`src/fidsl_pkg.sv`:
```
// Package for the flash identification and sector-group lock host controller.
// Assumes a byte-wide parallel flash with 21 address lines on the far side.
package fidsl_pkg;
	localparam int ADDR_W = 21;
	localparam int DATA_W = 8;
	localparam int GROUP_W = 3;
	localparam int GROUP_LSB = 18;
	localparam int ID_LINE_BIT = 9;
	localparam int BIT_SIX = 6;
	localparam int BIT_ONE = 1;
	localparam int BIT_ZERO = 0;
	// Bus phase lengths in ns at a 125 MHz reference
	localparam int CLK_NS = 8;
	localparam int SETUP_NS = 40;
	localparam int PULSE_NS = 80;
	localparam int HOLD_NS = 40;
	localparam int SETUP_CYC = (SETUP_NS + CLK_NS - 1) / CLK_NS;
	localparam int PULSE_CYC = (PULSE_NS + CLK_NS - 1) / CLK_NS;
	localparam int HOLD_CYC = (HOLD_NS + CLK_NS - 1) / CLK_NS;
	localparam int CNT_W = 8;
	// Unlock words, command words and the unprotected flag value
	localparam logic [ADDR_W-1:0] UNLOCK_ADDR_A = 21'h000555;
	localparam logic [ADDR_W-1:0] UNLOCK_ADDR_B = 21'h0002AA;
	localparam logic [DATA_W-1:0] UNLOCK_DATA_A = 8'hAA;
	localparam logic [DATA_W-1:0] UNLOCK_DATA_B = 8'h55;
	localparam logic [DATA_W-1:0] CMD_IDENT = 8'h90;
	localparam logic [DATA_W-1:0] CMD_RESET = 8'hF0;
	localparam logic [DATA_W-1:0] CMD_PROGRAM = 8'hA0;
	localparam logic [DATA_W-1:0] CMD_ERASE = 8'h80;
	localparam logic [DATA_W-1:0] CMD_SECTOR = 8'h30;
	localparam logic [DATA_W-1:0] UNPROTECTED = 8'h00;

	typedef enum logic [2:0] {
		OP_READ = 3'h0,
		OP_ID_HV = 3'h1,
		OP_ID_CMD = 3'h2,
		OP_PROTECT_HV = 3'h3,
		OP_PROGRAM = 3'h4,
		OP_ERASE = 3'h5,
		OP_RESET = 3'h6
	} fidsl_op_e;

	typedef enum logic [1:0] {
		SEL_MAKER = 2'h0,
		SEL_PART = 2'h1,
		SEL_GROUP = 2'h2
	} fidsl_sel_e;

	typedef struct packed {
		fidsl_op_e op;
		fidsl_sel_e sel;
		logic [ADDR_W-1:0] addr;
		logic [DATA_W-1:0] data;
	} fidsl_req_s;

	typedef struct packed {
		logic [ADDR_W-1:0] addr;
		logic [DATA_W-1:0] dout;
		logic dout_oe;
		logic ce_n;
		logic oe_n;
		logic we_n;
		logic id_line_hv;
		logic reset_n;
		logic reset_hv;
	} fidsl_pins_s;
endpackage

```
`src/fidsl_cycle.sv`:
```
// One parallel bus cycle (read or write) with fixed setup, strobe and hold.
// Assumes pins registered by the caller's flops; the flash is asynchronous.
`timescale 1ns/1ns
module fidsl_cycle (
	input wire logic clk,
	input wire logic rst_n,
	input wire logic start,
	input wire logic is_write,
	input wire logic [fidsl_pkg::DATA_W-1:0] din,
	output logic strobe_n,
	output logic oe_n,
	output logic sample,
	output logic done
);
	typedef enum logic [1:0] {C_IDLE = 2'b00, C_SET = 2'b01, C_PUL = 2'b11, C_HLD = 2'b10} fidsl_c_e;
	typedef struct packed {
		fidsl_c_e st;
		logic wr;
		logic [fidsl_pkg::CNT_W-1:0] cnt;
	} fidsl_cst_s;
	fidsl_cst_s q, d;

	always_comb begin
		d = q;
		sample = 1'b0;
		done = 1'b0;
		case (q.st)
			C_IDLE: begin
				if (start) begin
					d.st = C_SET;
					d.wr = is_write;
					d.cnt = fidsl_pkg::CNT_W'(fidsl_pkg::SETUP_CYC - 1);
				end
			end
			C_SET: begin
				if (q.cnt == '0) begin
					d.st = C_PUL;
					d.cnt = fidsl_pkg::CNT_W'(fidsl_pkg::PULSE_CYC - 1);
				end else
					d.cnt = q.cnt - 1'b1;
			end
			C_PUL: begin
				if (q.cnt == '0) begin
					d.st = C_HLD;
					d.cnt = fidsl_pkg::CNT_W'(fidsl_pkg::HOLD_CYC - 1);
					sample = !q.wr;
				end else
					d.cnt = q.cnt - 1'b1;
			end
			C_HLD: begin
				if (q.cnt == '0) begin
					d.st = C_IDLE;
					done = 1'b1;
				end else
					d.cnt = q.cnt - 1'b1;
			end
			default: d.st = C_IDLE;
		endcase
	end

	always_ff @(posedge clk) begin
		if (!rst_n)
			q <= '0;
		else
			q <= d;
	end

	// Write: strobe low with output enable high; read: both low
	assign strobe_n = (q.st != C_PUL);
	assign oe_n = q.wr | (q.st != C_PUL);
	wire logic unused_din = ^din;
endmodule

```
`src/fidsl_host.sv`:
```
// Host controller for identification, protection checks and unlocked
// program/erase on an asynchronous byte-wide flash.
// Assumes the pins are synchronous to REF_CLK and the elevated voltages are
// made by external switches steered by the *_HV outputs.
`timescale 1ns/1ns
module fidsl_host (
	input wire logic REF_CLK,
	input wire logic RST_N,
	input wire fidsl_pkg::fidsl_req_s REQ,
	input wire logic REQ_VALID,
	output logic REQ_READY,
	input wire logic TEMP_UNPROTECT,
	input wire logic SUPPLY_LOW,
	output logic [fidsl_pkg::DATA_W-1:0] RESULT,
	output logic RESULT_VALID,
	output logic GROUP_PROTECTED,
	output fidsl_pkg::fidsl_pins_s PINS,
	input wire logic [fidsl_pkg::DATA_W-1:0] DATA_LINES_IN
);
	localparam logic [2:0] STEP_NONE = 3'h0;

	typedef enum logic [2:0] {
		S_IDLE = 3'b000,
		S_SEQ = 3'b001,
		S_CYC = 3'b011,
		S_NEXT = 3'b010,
		S_DONE = 3'b110,
		S_RSTP = 3'b111
	} fidsl_st_e;

	typedef struct packed {
		fidsl_st_e st;
		fidsl_pkg::fidsl_req_s req;
		logic [2:0] step;
		logic [2:0] last;
		logic wr;
		fidsl_pkg::fidsl_pins_s pins;
		logic [fidsl_pkg::DATA_W-1:0] result;
		logic result_valid;
		logic [fidsl_pkg::CNT_W-1:0] cnt;
	} fidsl_state_s;
	fidsl_state_s q, d;

	logic cyc_start, cyc_strobe_n, cyc_oe_n, cyc_sample, cyc_done;

	fidsl_cycle u_cycle (
		.clk(REF_CLK),
		.rst_n(RST_N),
		.start(cyc_start),
		.is_write(q.wr),
		.din(q.pins.dout),
		.strobe_n(cyc_strobe_n),
		.oe_n(cyc_oe_n),
		.sample(cyc_sample),
		.done(cyc_done)
	);

	// Address for an identification read: bit six low, bits one/zero pick code
	function automatic logic [fidsl_pkg::ADDR_W-1:0] id_addr(
		input fidsl_pkg::fidsl_sel_e sel,
		input logic [fidsl_pkg::ADDR_W-1:0] base
	);
		logic [fidsl_pkg::ADDR_W-1:0] a;
		a = base;
		a[fidsl_pkg::BIT_SIX] = 1'b0;
		a[fidsl_pkg::BIT_ONE] = (sel == fidsl_pkg::SEL_GROUP);
		a[fidsl_pkg::BIT_ZERO] = (sel == fidsl_pkg::SEL_PART);
		return a;
	endfunction

	// Bus cycle list per operation; step indexes the cycle within it
	function automatic void step_cycle(
		input fidsl_pkg::fidsl_req_s r,
		input logic [2:0] s,
		output logic wr,
		output logic [fidsl_pkg::ADDR_W-1:0] a,
		output logic [fidsl_pkg::DATA_W-1:0] dt
	);
		logic odd;
		odd = s[0];
		wr = 1'b1;
		a = odd ? fidsl_pkg::UNLOCK_ADDR_B : fidsl_pkg::UNLOCK_ADDR_A;
		dt = odd ? fidsl_pkg::UNLOCK_DATA_B : fidsl_pkg::UNLOCK_DATA_A;
		case (r.op)
			fidsl_pkg::OP_READ: begin
				wr = 1'b0;
				a = r.addr;
			end
			fidsl_pkg::OP_ID_HV, fidsl_pkg::OP_PROTECT_HV: begin
				wr = 1'b0;
				a = id_addr(r.sel, r.addr);
			end
			fidsl_pkg::OP_ID_CMD: begin
				if (s == 3'h2) begin
					a = fidsl_pkg::UNLOCK_ADDR_A;
					dt = fidsl_pkg::CMD_IDENT;
				end else if (s == 3'h3) begin
					wr = 1'b0;
					a = id_addr(r.sel, r.addr);
				end else if (s == 3'h4) begin
					a = r.addr;
					dt = fidsl_pkg::CMD_RESET;
				end
			end
			fidsl_pkg::OP_PROGRAM: begin
				if (s == 3'h2) begin
					a = fidsl_pkg::UNLOCK_ADDR_A;
					dt = fidsl_pkg::CMD_PROGRAM;
				end else if (s == 3'h3) begin
					a = r.addr;
					dt = r.data;
				end
			end
			fidsl_pkg::OP_ERASE: begin
				// Second unlock pair restarts at the first word, so parity flips here
				if (s == 3'h2) begin
					a = fidsl_pkg::UNLOCK_ADDR_A;
					dt = fidsl_pkg::CMD_ERASE;
				end else if (s == 3'h3) begin
					a = fidsl_pkg::UNLOCK_ADDR_A;
					dt = fidsl_pkg::UNLOCK_DATA_A;
				end else if (s == 3'h4) begin
					a = fidsl_pkg::UNLOCK_ADDR_B;
					dt = fidsl_pkg::UNLOCK_DATA_B;
				end else if (s == 3'h5) begin
					a = r.addr;
					dt = fidsl_pkg::CMD_SECTOR;
				end
			end
			default: begin
				a = r.addr;
				dt = fidsl_pkg::CMD_RESET;
			end
		endcase
	endfunction

	function automatic logic [2:0] last_step(input fidsl_pkg::fidsl_op_e op);
		case (op)
			fidsl_pkg::OP_ID_CMD: last_step = 3'h4;
			fidsl_pkg::OP_PROGRAM: last_step = 3'h3;
			fidsl_pkg::OP_ERASE: last_step = 3'h5;
			default: last_step = STEP_NONE;
		endcase
	endfunction

	always_comb begin
		logic wr;
		logic [fidsl_pkg::ADDR_W-1:0] a;
		logic [fidsl_pkg::DATA_W-1:0] dt;
		d = q;
		wr = 1'b0;
		a = '0;
		dt = '0;
		cyc_start = 1'b0;
		d.result_valid = 1'b0;
		step_cycle(q.req, q.step, wr, a, dt);
		// Write strobe shows only while the cycle pulse is low and OE is high
		d.pins.we_n = !q.wr | cyc_strobe_n;
		d.pins.ce_n = cyc_strobe_n;
		d.pins.oe_n = cyc_oe_n;
		d.pins.reset_hv = TEMP_UNPROTECT;
		case (q.st)
			S_IDLE: begin
				d.pins.id_line_hv = 1'b0;
				d.pins.dout_oe = 1'b0;
				if (REQ_VALID && !SUPPLY_LOW) begin
					d.req = REQ;
					d.step = STEP_NONE;
					d.last = last_step(REQ.op);
					d.st = (REQ.op == fidsl_pkg::OP_RESET) ? S_RSTP : S_SEQ;
					d.cnt = fidsl_pkg::CNT_W'(fidsl_pkg::PULSE_CYC);
				end
			end
			S_SEQ: begin
				d.wr = wr;
				d.pins.addr = a;
				d.pins.dout = dt;
				d.pins.dout_oe = wr;
				// Elevated voltage only with read-only ops: never alters stored flags
				d.pins.id_line_hv = (q.req.op == fidsl_pkg::OP_ID_HV) ||
					(q.req.op == fidsl_pkg::OP_PROTECT_HV);
				d.st = S_CYC;
			end
			S_CYC: begin
				cyc_start = (q.cnt == '0);
				d.cnt = '0;
				if (cyc_sample)
					d.result = DATA_LINES_IN;
				if (cyc_done)
					d.st = (q.step == q.last) ? S_DONE : S_NEXT;
			end
			S_NEXT: begin
				// Unlock pairs always lead program and erase writes
				d.step = q.step + 3'h1;
				d.cnt = '0;
				d.st = S_SEQ;
			end
			S_DONE: begin
				d.pins.dout_oe = 1'b0;
				d.pins.id_line_hv = 1'b0;
				d.result_valid = 1'b1;
				d.st = S_IDLE;
			end
			S_RSTP: begin
				// Hold the flash reset low long enough to abort its work
				d.pins.reset_n = 1'b0;
				if (q.cnt == '0) begin
					d.pins.reset_n = 1'b1;
					d.st = S_DONE;
				end else
					d.cnt = q.cnt - 1'b1;
			end
			default: d.st = S_IDLE;
		endcase
		if (q.st == S_SEQ)
			d.cnt = '0;
	end

	always_ff @(posedge REF_CLK) begin
		if (!RST_N) begin
			q <= '0;
			q.pins.ce_n <= 1'b1;
			q.pins.oe_n <= 1'b1;
			q.pins.we_n <= 1'b1;
			q.pins.reset_n <= 1'b1;
		end else
			q <= d;
	end

	assign REQ_READY = (q.st == S_IDLE) && !SUPPLY_LOW;
	assign RESULT = q.result;
	assign RESULT_VALID = q.result_valid;
	assign GROUP_PROTECTED = q.result != fidsl_pkg::UNPROTECTED;
	assign PINS = q.pins;

	a_write_oe_high: assert property (@(posedge REF_CLK) disable iff (!RST_N)
		!q.pins.we_n |-> q.pins.oe_n && !q.pins.ce_n)
		else $error("write strobe with output enable low");
	a_hv_no_write: assert property (@(posedge REF_CLK) disable iff (!RST_N)
		q.pins.id_line_hv |-> q.pins.we_n && !q.pins.dout_oe)
		else $error("write attempted with elevated identification voltage");
	a_id_bit_six: assert property (@(posedge REF_CLK) disable iff (!RST_N)
		q.pins.id_line_hv |-> !q.pins.addr[fidsl_pkg::BIT_SIX])
		else $error("bit six high in identification");
	a_no_hv_cmd: assert property (@(posedge REF_CLK) disable iff (!RST_N)
		q.req.op == fidsl_pkg::OP_ID_CMD && q.st == S_CYC |-> !q.pins.id_line_hv)
		else $error("elevated voltage in command identification");
	a_grp_addr: assert property (@(posedge REF_CLK) disable iff (!RST_N)
		q.pins.id_line_hv && q.req.sel == fidsl_pkg::SEL_GROUP && q.st == S_CYC
		|-> q.pins.addr[fidsl_pkg::BIT_ONE] && !q.pins.addr[fidsl_pkg::BIT_ZERO])
		else $error("bad protection check address");
	a_unlock_first: assert property (@(posedge REF_CLK) disable iff (!RST_N)
		$rose(q.st == S_CYC) && q.step == STEP_NONE && q.wr
		|-> q.pins.dout == fidsl_pkg::UNLOCK_DATA_A)
		else $error("write sequence without unlock");
	a_reset_pulse: assert property (@(posedge REF_CLK) disable iff (!RST_N)
		$fell(q.pins.reset_n) |-> !q.pins.reset_n [*3])
		else $error("reset pulse too short");
	a_lockout_idle: assert property (@(posedge REF_CLK) disable iff (!RST_N)
		SUPPLY_LOW && q.st == S_IDLE |=> q.st == S_IDLE)
		else $error("request taken under supply lockout");
	a_temp_unprot: assert property (@(posedge REF_CLK) disable iff (!RST_N)
		TEMP_UNPROTECT |=> q.pins.reset_hv)
		else $error("reset elevated voltage not driven");
	a_temp_restore: assert property (@(posedge REF_CLK) disable iff (!RST_N)
		!TEMP_UNPROTECT |=> !q.pins.reset_hv)
		else $error("reset elevated voltage left on");
endmodule

```
`config.mk`:
```
export PLATFORM = sky130hd
export DESIGN_NAME = fidsl_host
export DESIGN_NICKNAME = d
export VERILOG_FILES = /design/src/fidsl_pkg.sv /design/src/fidsl_cycle.sv /design/src/fidsl_host.sv
export SDC_FILE = /design/constraint.sdc
export NUM_CORES = 1
export LEC_CHECK = 0
export BUFFER_PORTS_ARGS = -buffer_cell sky130_fd_sc_hd__buf_2
export CAP_MARGIN = 20
export CORE_MARGIN = 4
export CORE_UTILIZATION = 48
export DETAILED_ROUTE_END_ITERATION = 6
export GPL_ROUTABILITY_DRIVEN = 0
export PLACE_DENSITY = 0.7
export SYNTH_ARGS = -nofsm -noshare
export SYNTH_HDL_FRONTEND = slang
export SYNTH_SLANG_ARGS = --single-unit
```
`constraint.sdc`:
```
create_clock -name REF_CLK -period 2.7 [get_ports REF_CLK]
set_clock_uncertainty 0.1 [all_clocks]
set_input_delay 0.405 -clock REF_CLK [delete_from_list [all_inputs] [get_ports REF_CLK]]
set_output_delay 0.405 -clock REF_CLK [all_outputs]
set_load 0.01 [all_outputs]
```
[Word level (Yosys, flattened, before mapping)]
Cells that the tools add are included.
Word-level totals
  flip-flop bits (word level): 108
  latch bits: 0
  bits in writable memories: 0
  memory bits (read-only): 0
  input bits: 47
  output and inout port bits: 47
  memories: 0
Operators by class
  add/subtract/negate cells: 3
  multiply operators: 0
  divide/modulo/power cells: 0
  magnitude comparators: 0
  equal/unequal tests: 34
  shift-type cells: 0
  multiplexer cells: 54
  bitwise gates (word level): 3
  reductions and logical operators: 28
Operators by type and width (count)
  $mux W21: 9
  $mux W8: 15
  $pmux W21 S4: 1
  $pmux W8 S4: 2
  $mux W43: 1
  $eq A3 B3 Y1 const B: 9
  $pmux W8 S3: 1
  $mux W11: 2
  $eq A3 B2 Y1 const B: 7
  $logic_not A8 Y1: 2
  $sub A8 B1 Y8 const B: 2
  $pmux W3 S5: 1
  $ne A2 B2 Y1 const B: 7
  $mux W3: 4
  $reduce_and A2 Y1: 5
  $mux W1: 9
  $pmux W3 S3: 1
  $pmux W2 S4: 1
  $reduce_bool A8 Y1: 1
  $reduce_or A2 Y1: 4
  $eq A2 B2 Y1 const B: 3
  $eq A3 B1 Y1 const B: 2
  $logic_not A3 Y1: 2
  $mux W2: 3
  other kinds (17): 28

[Logic depth before layout (Yosys ltp)]
Gate-level depths: netlist of the first run.
  depth in word-level cells: 6
  depth in mapped cells: 10
  depth with buffers taken out: 7

[By module]
Synthesis of the first run repeated with hierarchy kept, for this count alone.
Second synthesis, totals
  cells, all modules: 736
  area total of the unflattened synthesis: 5874.4 um2
Modules (own cells, without submodules)
  fidsl_host: instances 1, cells an instance 650, area an instance 5168.7 um2, sequential area each 1941.9 um2
  fidsl_cycle: instances 1, cells an instance 86, area an instance 705.7 um2, sequential area each 220.2 um2

[Worst setup path before layout of the first run]
Ideal clock, no wire load.
  kind: reg-to-reg
  start: reg q[57] (netlist name)
  end: reg q (netlist bit PINS[23])
  library setup time: 0.070 ns
  arrival time: 2.215 ns
  data required time: 2.530 ns
  setup slack: 0.315 ns
  cell stages (with the launch flop): 11
  path buffers: 3
  clock period less this slack: 2.385 ns
  cell sequence: dfxtp_1 -> clkbuf_1 -> inv_1 -> ha_1 -> clkbuf_1 -> and2_1 -> clkbuf_1 -> a21o_1 -> a221oi_1 -> nand2_1 -> a21oi_1
Between the ends
  longest elaborated chain between the ends: 6
RTL lines
  from (decl): line fidsl_host.sv:42  | fidsl_state_s q, d;
  $eq A3 B3 Y1 or $mux W11 (tied branches): line fidsl_host.sv:125, fidsl_host.sv:82
  $mux W21: line fidsl_host.sv:125  | end else if (s == 3'h5) begin
  $mux W21: line fidsl_host.sv:122  | end else if (s == 3'h4) begin
  $mux W21: line fidsl_host.sv:119  | end else if (s == 3'h3) begin
  $mux W21: line fidsl_host.sv:116  | if (s == 3'h2) begin
  $pmux W21 S4 *: line fidsl_host.sv:84  | case (r.op)
Mark *: on every way between the ends. The rest lies on a longest branch, timed or not.
A chain may end at the register's enable or synchronous reset.

[Worst setup path after layout of the first run]
  start: reg q[58] (netlist name)
  end: reg q (netlist bit PINS[23])
Between the ends
  longest elaborated chain between the ends: 6
RTL lines (line)
  $eq A3 B3 Y1: fidsl_host.sv:125
  $mux W21: fidsl_host.sv:125
  $mux W21: fidsl_host.sv:122
  $mux W21: fidsl_host.sv:119
  $mux W21: fidsl_host.sv:116
  $pmux W21 S4 *: fidsl_host.sv:84
Marked as above.

==> run_results.csv, run 1 <==
group,metric,value,unit
clocking,cts_tree,"built",
critical_path,path_class,"reg2reg",
sta,grt_setup_unrepaired,"false",
sta,period_share,92.9,%
worst_hold_path,hold-path-cell-count,2,
sta,slew_viol_final,0,
floorplanning,io_pins,94,
grt,grt_max_degree,30,
power,p_per_area,628,mW/mm²
placement,placed_cells,865,
clocking,ctsLongestPathBuffers,2,
critical_path,cp_cell_sequence,"ha_1 > ha_2 > clkinv_1 > a21oi_1 > o311ai_0 > nor2_1 > a21oi_1",
sta,period_minus_slack,2510,ps
floorplanning,rows,39,
clocking,clock_latency,360,ps
sta,fmax,399,MHz
worst_hold_path,hp-start,"TEMP_UNPROTECT",
clocking,htree_levels,3,
critical_path,worstPathArrival,2640,ps
grt,use_met3,4.75,%
synth,netlist_area,0.00558,mm²
synth,synth.distinct_cells,72,
power,p_leak,2.48,nW
grt,grt_pass1_vias,4846,
synth,yosysTopAreaCellShare,38.7,%
clocking,cts_resized,1,
placement,dp_hpwl,10300,µm
final_layout,fin_cells,881,
final_layout,drive_gt1_share,20.5,%
grt,grt_overflow,0,
outcome,status,"complete, no violations",
floorplanning,die_x,116,µm
synth,syn_nets,752,
grt,grt_util_met2,36.5,%
grt,top_usage_layer,"met2",
detailed_routing,drt_iter0_markers,501,
placement,pre_cts_slack,-39.5,ps
clocking,cts_buffers,9,
detailed_routing,wl_per_cell,16.3,µm
clocking,cts-root-buf,"clkbuf_16",
floorplanning,start_util,48.9,%
floorplanning,die_area,0.0134,mm²
clocking,holdBufCountCts,0,
floorplanning,core_area,0.0114,mm²
critical_path,reg2reg_depth,7,
sta,maxSlewHeadroom,54.9,%
sta,finalSetupViolations,0,
clocking,postCtsSetupBuffers,0,
grt,use_met1,27.0,%
floorplanning,die_y,116,µm
detailed_routing,dr_total_vias,5111,
critical_path,end_kind,"flip-flop",
final_layout,n_antenna_cell,0,
critical_path,worstPathRequired,2830,ps
placement,numPortBuffers,93,
final_layout,final_common_cell,"nand2_1",
final_layout,area_growth,10.6,%
detailed_routing,ant_nets,0,
grt,grt_usage,21.6,%
critical_path,slowest_stage,"dfxtp_1",
sta,fin_ws,192,ps
synth,async_flop_share,0,%
worst_hold_path,hold_class,"in2reg",
critical_path,worstSetupStartpointType,"flip-flop",
critical_path,path_common_cell,"a21oi_1",
flow_run,maxCapViolations,0,
critical_path,cpPeakStageDelay,480,ps
synth,syn_inst,695,
synth,synth-seq-cells,108,
synth,synth-edff-count,0,
final_layout,nets,790,
clocking,clkTransAtPathRegs,80,ps
critical_path,r2r-start,"q[58]$_SDFFE_PN0P_",
detailed_routing,totalWireLength,14400,µm
power,irDropWorstVdd,482,µV
synth,synth_flop_cell,"dfxtp_1",
synth,syn_area_per_cell,8.03,µm²
clocking,cts.sinks,108,
critical_path,critPathMaxFanout,22,
critical_path,crit_cells,7,
synth,yosys-top-cells-area,"dfxtp_1 (39%), nand2_1 (7.7%), a21oi_1 (6.2%), buf_4 (5.9%), nor2_1 (3.8%)",
critical_path,path_delay_family,"adder cells",
critical_path,worstSetupStartpoint,"q[58]$_SDFFE_PN0P_",
sta,worst_slew_pin_slew,674,ps
critical_path,crit_buf_inv,1,
grt,antenna_found_initial,0,
detailed_routing,drcViolationCount,0,
synth,yosys.area.top_type,"dfxtp_1",
grt,grt_pass1_wl,23500,µm
final_layout,final_cell_mix,"nand2_1 (114), dfxtp_1 (108), buf_2 (93), a21oi_1 (69), nor2_1 (56)",
detailed_routing,drt-pass1-iter-count,5,
synth,ys.warnings.count,0,
synth,ys_seq_area_share,38.7,%
detailed_routing,detail_route.vias_per_cell,5.80,
sta,hold_violations,0,
-- logic make-up after synthesis --
| family | share of synthesized area, % |
|---|---|
| AO/OA/AOI/OAI | 21.9 |
| XOR/XNOR | 2.04 |
| adder cells (fa/ha/maj) | 2.38 |
| buffers and inverters | 11.3 |
| flip-flops | 38.7 |
| multiplexers | 1.61 |
| AND/OR/NAND/NOR | 22.1 |
-- registers in the layout, summed over array words and instances, names as in the netlist --
signal        cells
q                52
RESULT_VALID      1
RESULT            8
u_cycle.q        11
PINS             36
-- power breakdown --
part / internal (W) / switching (W) / leakage, nW / total, W
Sequential: 0.00169 / 0.000101 / 0.878 / 0.00179
Clock: 0.000746 / 0.000649 / 0.156 / 0.00140
Combinational: 0.000282 / 0.000414 / 1.45 / 0.000696
-- path summary, 6_finish.rpt --
kind,slack [ps],to
max,190,PINS[23]$_SDFFE_PN0P_
min,150,PINS[0]$_SDFF_PN0_
max reg2reg,190,PINS[23]$_SDFFE_PN0P_
min reg2reg,360,q[84]$_SDFFE_PN0P_
-- cell type report --
type / instances / area [µm²]
clock buffer: 9 / 225
clock inverter: 7 / 92.6
fill: 1089 / 5240
inverter: 17 / 63.8
multi-input combinational: 480 / 2810
sequential: 108 / 2160
tap: 143 / 179
timing repair buffer: 117 / 646
-- cells in the mapped netlist, types with 3 or more instances --
library cell  number
a2111oi_0          3
a211oi_1           3
a21o_1             4
a21oi_1           69
a221o_1            4
a221oi_1           4
a22o_1            10
a22oi_1            3
a31oi_1           12
a32oi_1            3
and2_1             5
buf_1              3
buf_4             44
buf_6              3
clkbuf_1          33
clkbuf_8           3
dfxtp_1          108
ha_1               9
inv_1             15
mux2i_1            9
nand2_1          114
nand2b_1           7
nand3_1           13
nand4_1            5
nor2_1            56
nor2b_1            7
nor3_1            19
nor3b_1            6
nor4_1             4
o2111ai_1          3
o211ai_1           9
o21ai_0           36
o21bai_1           4
o31ai_1            3
or2_2              3
or3b_2             3
xnor2_1            4
xor2_1             9
-- through the flow --
step	utilization [%]	setup TNS, ps	power, W	hold WS [ps]	area, µm²
2_1_floorplan	-	0	0.00234	283	5580
3_3_place_gp	51.2	0	0.00249	342	5850
3_5_place_dp	51.2	-250	0.00251	346	5850
4_1_cts	54.0	0	0.00389	145	6170
5_1_grt	54.1	0	0.00407	151	6180
6_report	54.1	0	0.00388	151	6180
-- per-layer routing --
layer | share of wire [%] | up-vias | routed length (µm)
met5 | 0 | - | 0
met1 | 42 | 2389 | 6060
met4 | 2.3 | 0 | 331
li1 | - | 2465 | -
met2 | 48 | 222 | 6920
met3 | 7.5 | 35 | 1070
No activity file was read; power rests on OpenSTA's default activity.
==> run 2: changes to the inputs <==
CTS_BUF_LIST = sky130_fd_sc_hd__clkbuf_8   (was default)
==> run 2 against run 1 <==
Compared with the run above: register-to-register slack improved by 30 ps; first-iteration DRC count fell by 12%; power fell by 8.6%; flip-flop and latch count did not move; wire length fell by 1.2%; via count fell by 0.37%; combinational power barely moved; non-clock buffer count did not move; highest routed layer unchanged; maximum frequency rose by 1.2%; global-route usage fell by 0.24 points; critical path depth did not move.
==> run_results.csv, run 2 (same netlist as run 1, synthesis figures left out) <==
group,metric,value,unit
floorplanning,die_y,116,µm
grt,grt_pass1_vias,4866,
sta,period_share,91.8,%
floorplanning,io_pins,94,
clocking,cts_buffers,9,
detailed_routing,totalWireLength,14200,µm
floorplanning,core_area,0.0114,mm²
clocking,cts_tree,"built",
sta,finalSetupViolations,0,
detailed_routing,wl_per_cell,16.1,µm
critical_path,end_kind,"flip-flop",
power,irDropWorstVdd,464,µV
sta,worst_slew_pin_slew,671,ps
clocking,clkTransAtPathRegs,120,ps
critical_path,worstSetupStartpointType,"flip-flop",
detailed_routing,drcViolationCount,0,
final_layout,fin_area,0.00607,mm²
sta,maxSlewHeadroom,55.1,%
floorplanning,start_util,48.9,%
critical_path,slowest_stage,"dfxtp_1",
floorplanning,die_area,0.0134,mm²
clocking,clock_latency,380,ps
clocking,postCtsSetupBuffers,0,
critical_path,path_delay_family,"adder cells",
sta,slew_viol_final,0,
grt,grt_usage,21.3,%
floorplanning,die_x,116,µm
sta,grt_setup_unrepaired,"false",
clocking,ctsLongestPathBuffers,2,
clocking,htree_levels,3,
floorplanning,rows,39,
critical_path,crit_buf_inv,1,
placement,placed_cells,865,
final_layout,regMostFlops,"q",
grt,antenna_found_initial,0,
detailed_routing,ant_nets,0,
critical_path,worstPathArrival,2640,ps
detailed_routing,detail_route.vias_per_cell,5.78,
final_layout,final_cell_mix,"nand2_1 (114), dfxtp_1 (108), buf_2 (93), a21oi_1 (69), nor2_1 (56)",
clocking,cts-root-buf,"clkbuf_8",
sta,fmax,404,MHz
final_layout,nets,790,
power,p_leak,2.44,nW
worst_hold_path,hold_class,"in2reg",
final_layout,largest_register_ffs,52,
power,p_per_area,584,mW/mm²
detailed_routing,drt-pass1-iter-count,6,
outcome,status,"complete, no violations",
flow_run,maxCapViolations,0,
grt,grt_max_degree,30,
placement,dp_hpwl,10300,µm
final_layout,n_antenna_cell,0,
final_layout,postLayoutCoreUtil,53.2,%
final_layout,final_common_cell,"nand2_1",
grt,grt_pass1_wl,23400,µm
clocking,cts.sinks,108,
detailed_routing,drt_iter0_markers,443,
placement,numPortBuffers,93,
critical_path,worstPathRequired,2860,ps
final_layout,drive_gt1_share,20.5,%
critical_path,path_class,"reg2reg",
final_layout,fin_cells,881,
critical_path,path_common_cell,"a21oi_1",
final_layout,area_growth,8.81,%
sta,hold_violations,0,
sta,period_minus_slack,2480,ps
placement,dpl_cell_area,0.00585,mm²
critical_path,critPathMaxFanout,22,
detailed_routing,dr_total_vias,5092,
grt,grt_overflow,0,
sta,setup_tns,0,ps
critical_path,cpPeakStageDelay,490,ps
critical_path,cp_cell_sequence,"ha_1 > ha_2 > clkinv_1 > a21oi_1 > o311ai_0 > nor2_1 > a21oi_1",
==> run 2: cell counts in the layout (fill, tap and decap cells not counted) <==
No cell type changed its count.
==> run 2: metal layers <==
metal	track usage (%)	wire, µm	up-vias
li1	-	-	2460
met1	26.8	6000	2382
met2	36.4	6930	218
met3	4.33	956	32
met4	7.50	317	0
met5	0	0	-
==> run 2: metrics by stage <==
step | power (W) | hold WS (ps) | setup slack, ps
3_3_place_gp | 0.00249 | 342 | 32.4
5_1_grt | 0.00373 | 109 | 22.3
3_5_place_dp | 0.00251 | 346 | -39.5
6_report | 0.00355 | 122 | 222
4_1_cts | 0.00356 | 107 | 210
2_1_floorplan | 0.00234 | 283 | 315
==> run 2: worst paths after layout <==
check	from	to	slack, ps	cells past startpoint
setup reg to reg	q[58]$_SDFFE_PN0P_	PINS[23]$_SDFFE_PN0P_	220	7
hold reg to reg	q[84]$_SDFFE_PN0P_	q[84]$_SDFFE_PN0P_	360	2
hold / removal	TEMP_UNPROTECT	PINS[0]$_SDFF_PN0_	120	2
setup / recovery	q[58]$_SDFFE_PN0P_	PINS[23]$_SDFFE_PN0P_	220	7
==> run 2: power breakdown <==
group | switching [W] | internal [W] | leakage [nW]
combinational | 0.000413 | 0.000282 | 1.45
clock | 0.000608 | 0.000455 | 0.109
sequential | 0.0000998 | 0.00169 | 0.878
total | 0.00112 | 0.00243 | 2.44
==> run 2: timing repair <==
item                       CTS  global route
hold buffers                 0             0
gates cloned                 0             0
setup endpoints to repair   18             7
gates resized for setup      1             2
==> run 2: final cells by class <==
type                       count  area, µm²
inverter                      17       63.8
timing repair buffer         117        646
multi-input combinational    480       2810
tap                          143        179
fill                        1112       5340
clock inverter                 7       92.6
clock buffer                   9        124
sequential                   108       2160
==> run 2: worst reg2reg max path, stage by stage, from the launching register on <==
cell and delay (ps):
dfxtp_1 490, ha_1 210, ha_2 440, clkinv_1 400, a21oi_1 210, o311ai_0 170
nor2_1 230, a21oi_1 100
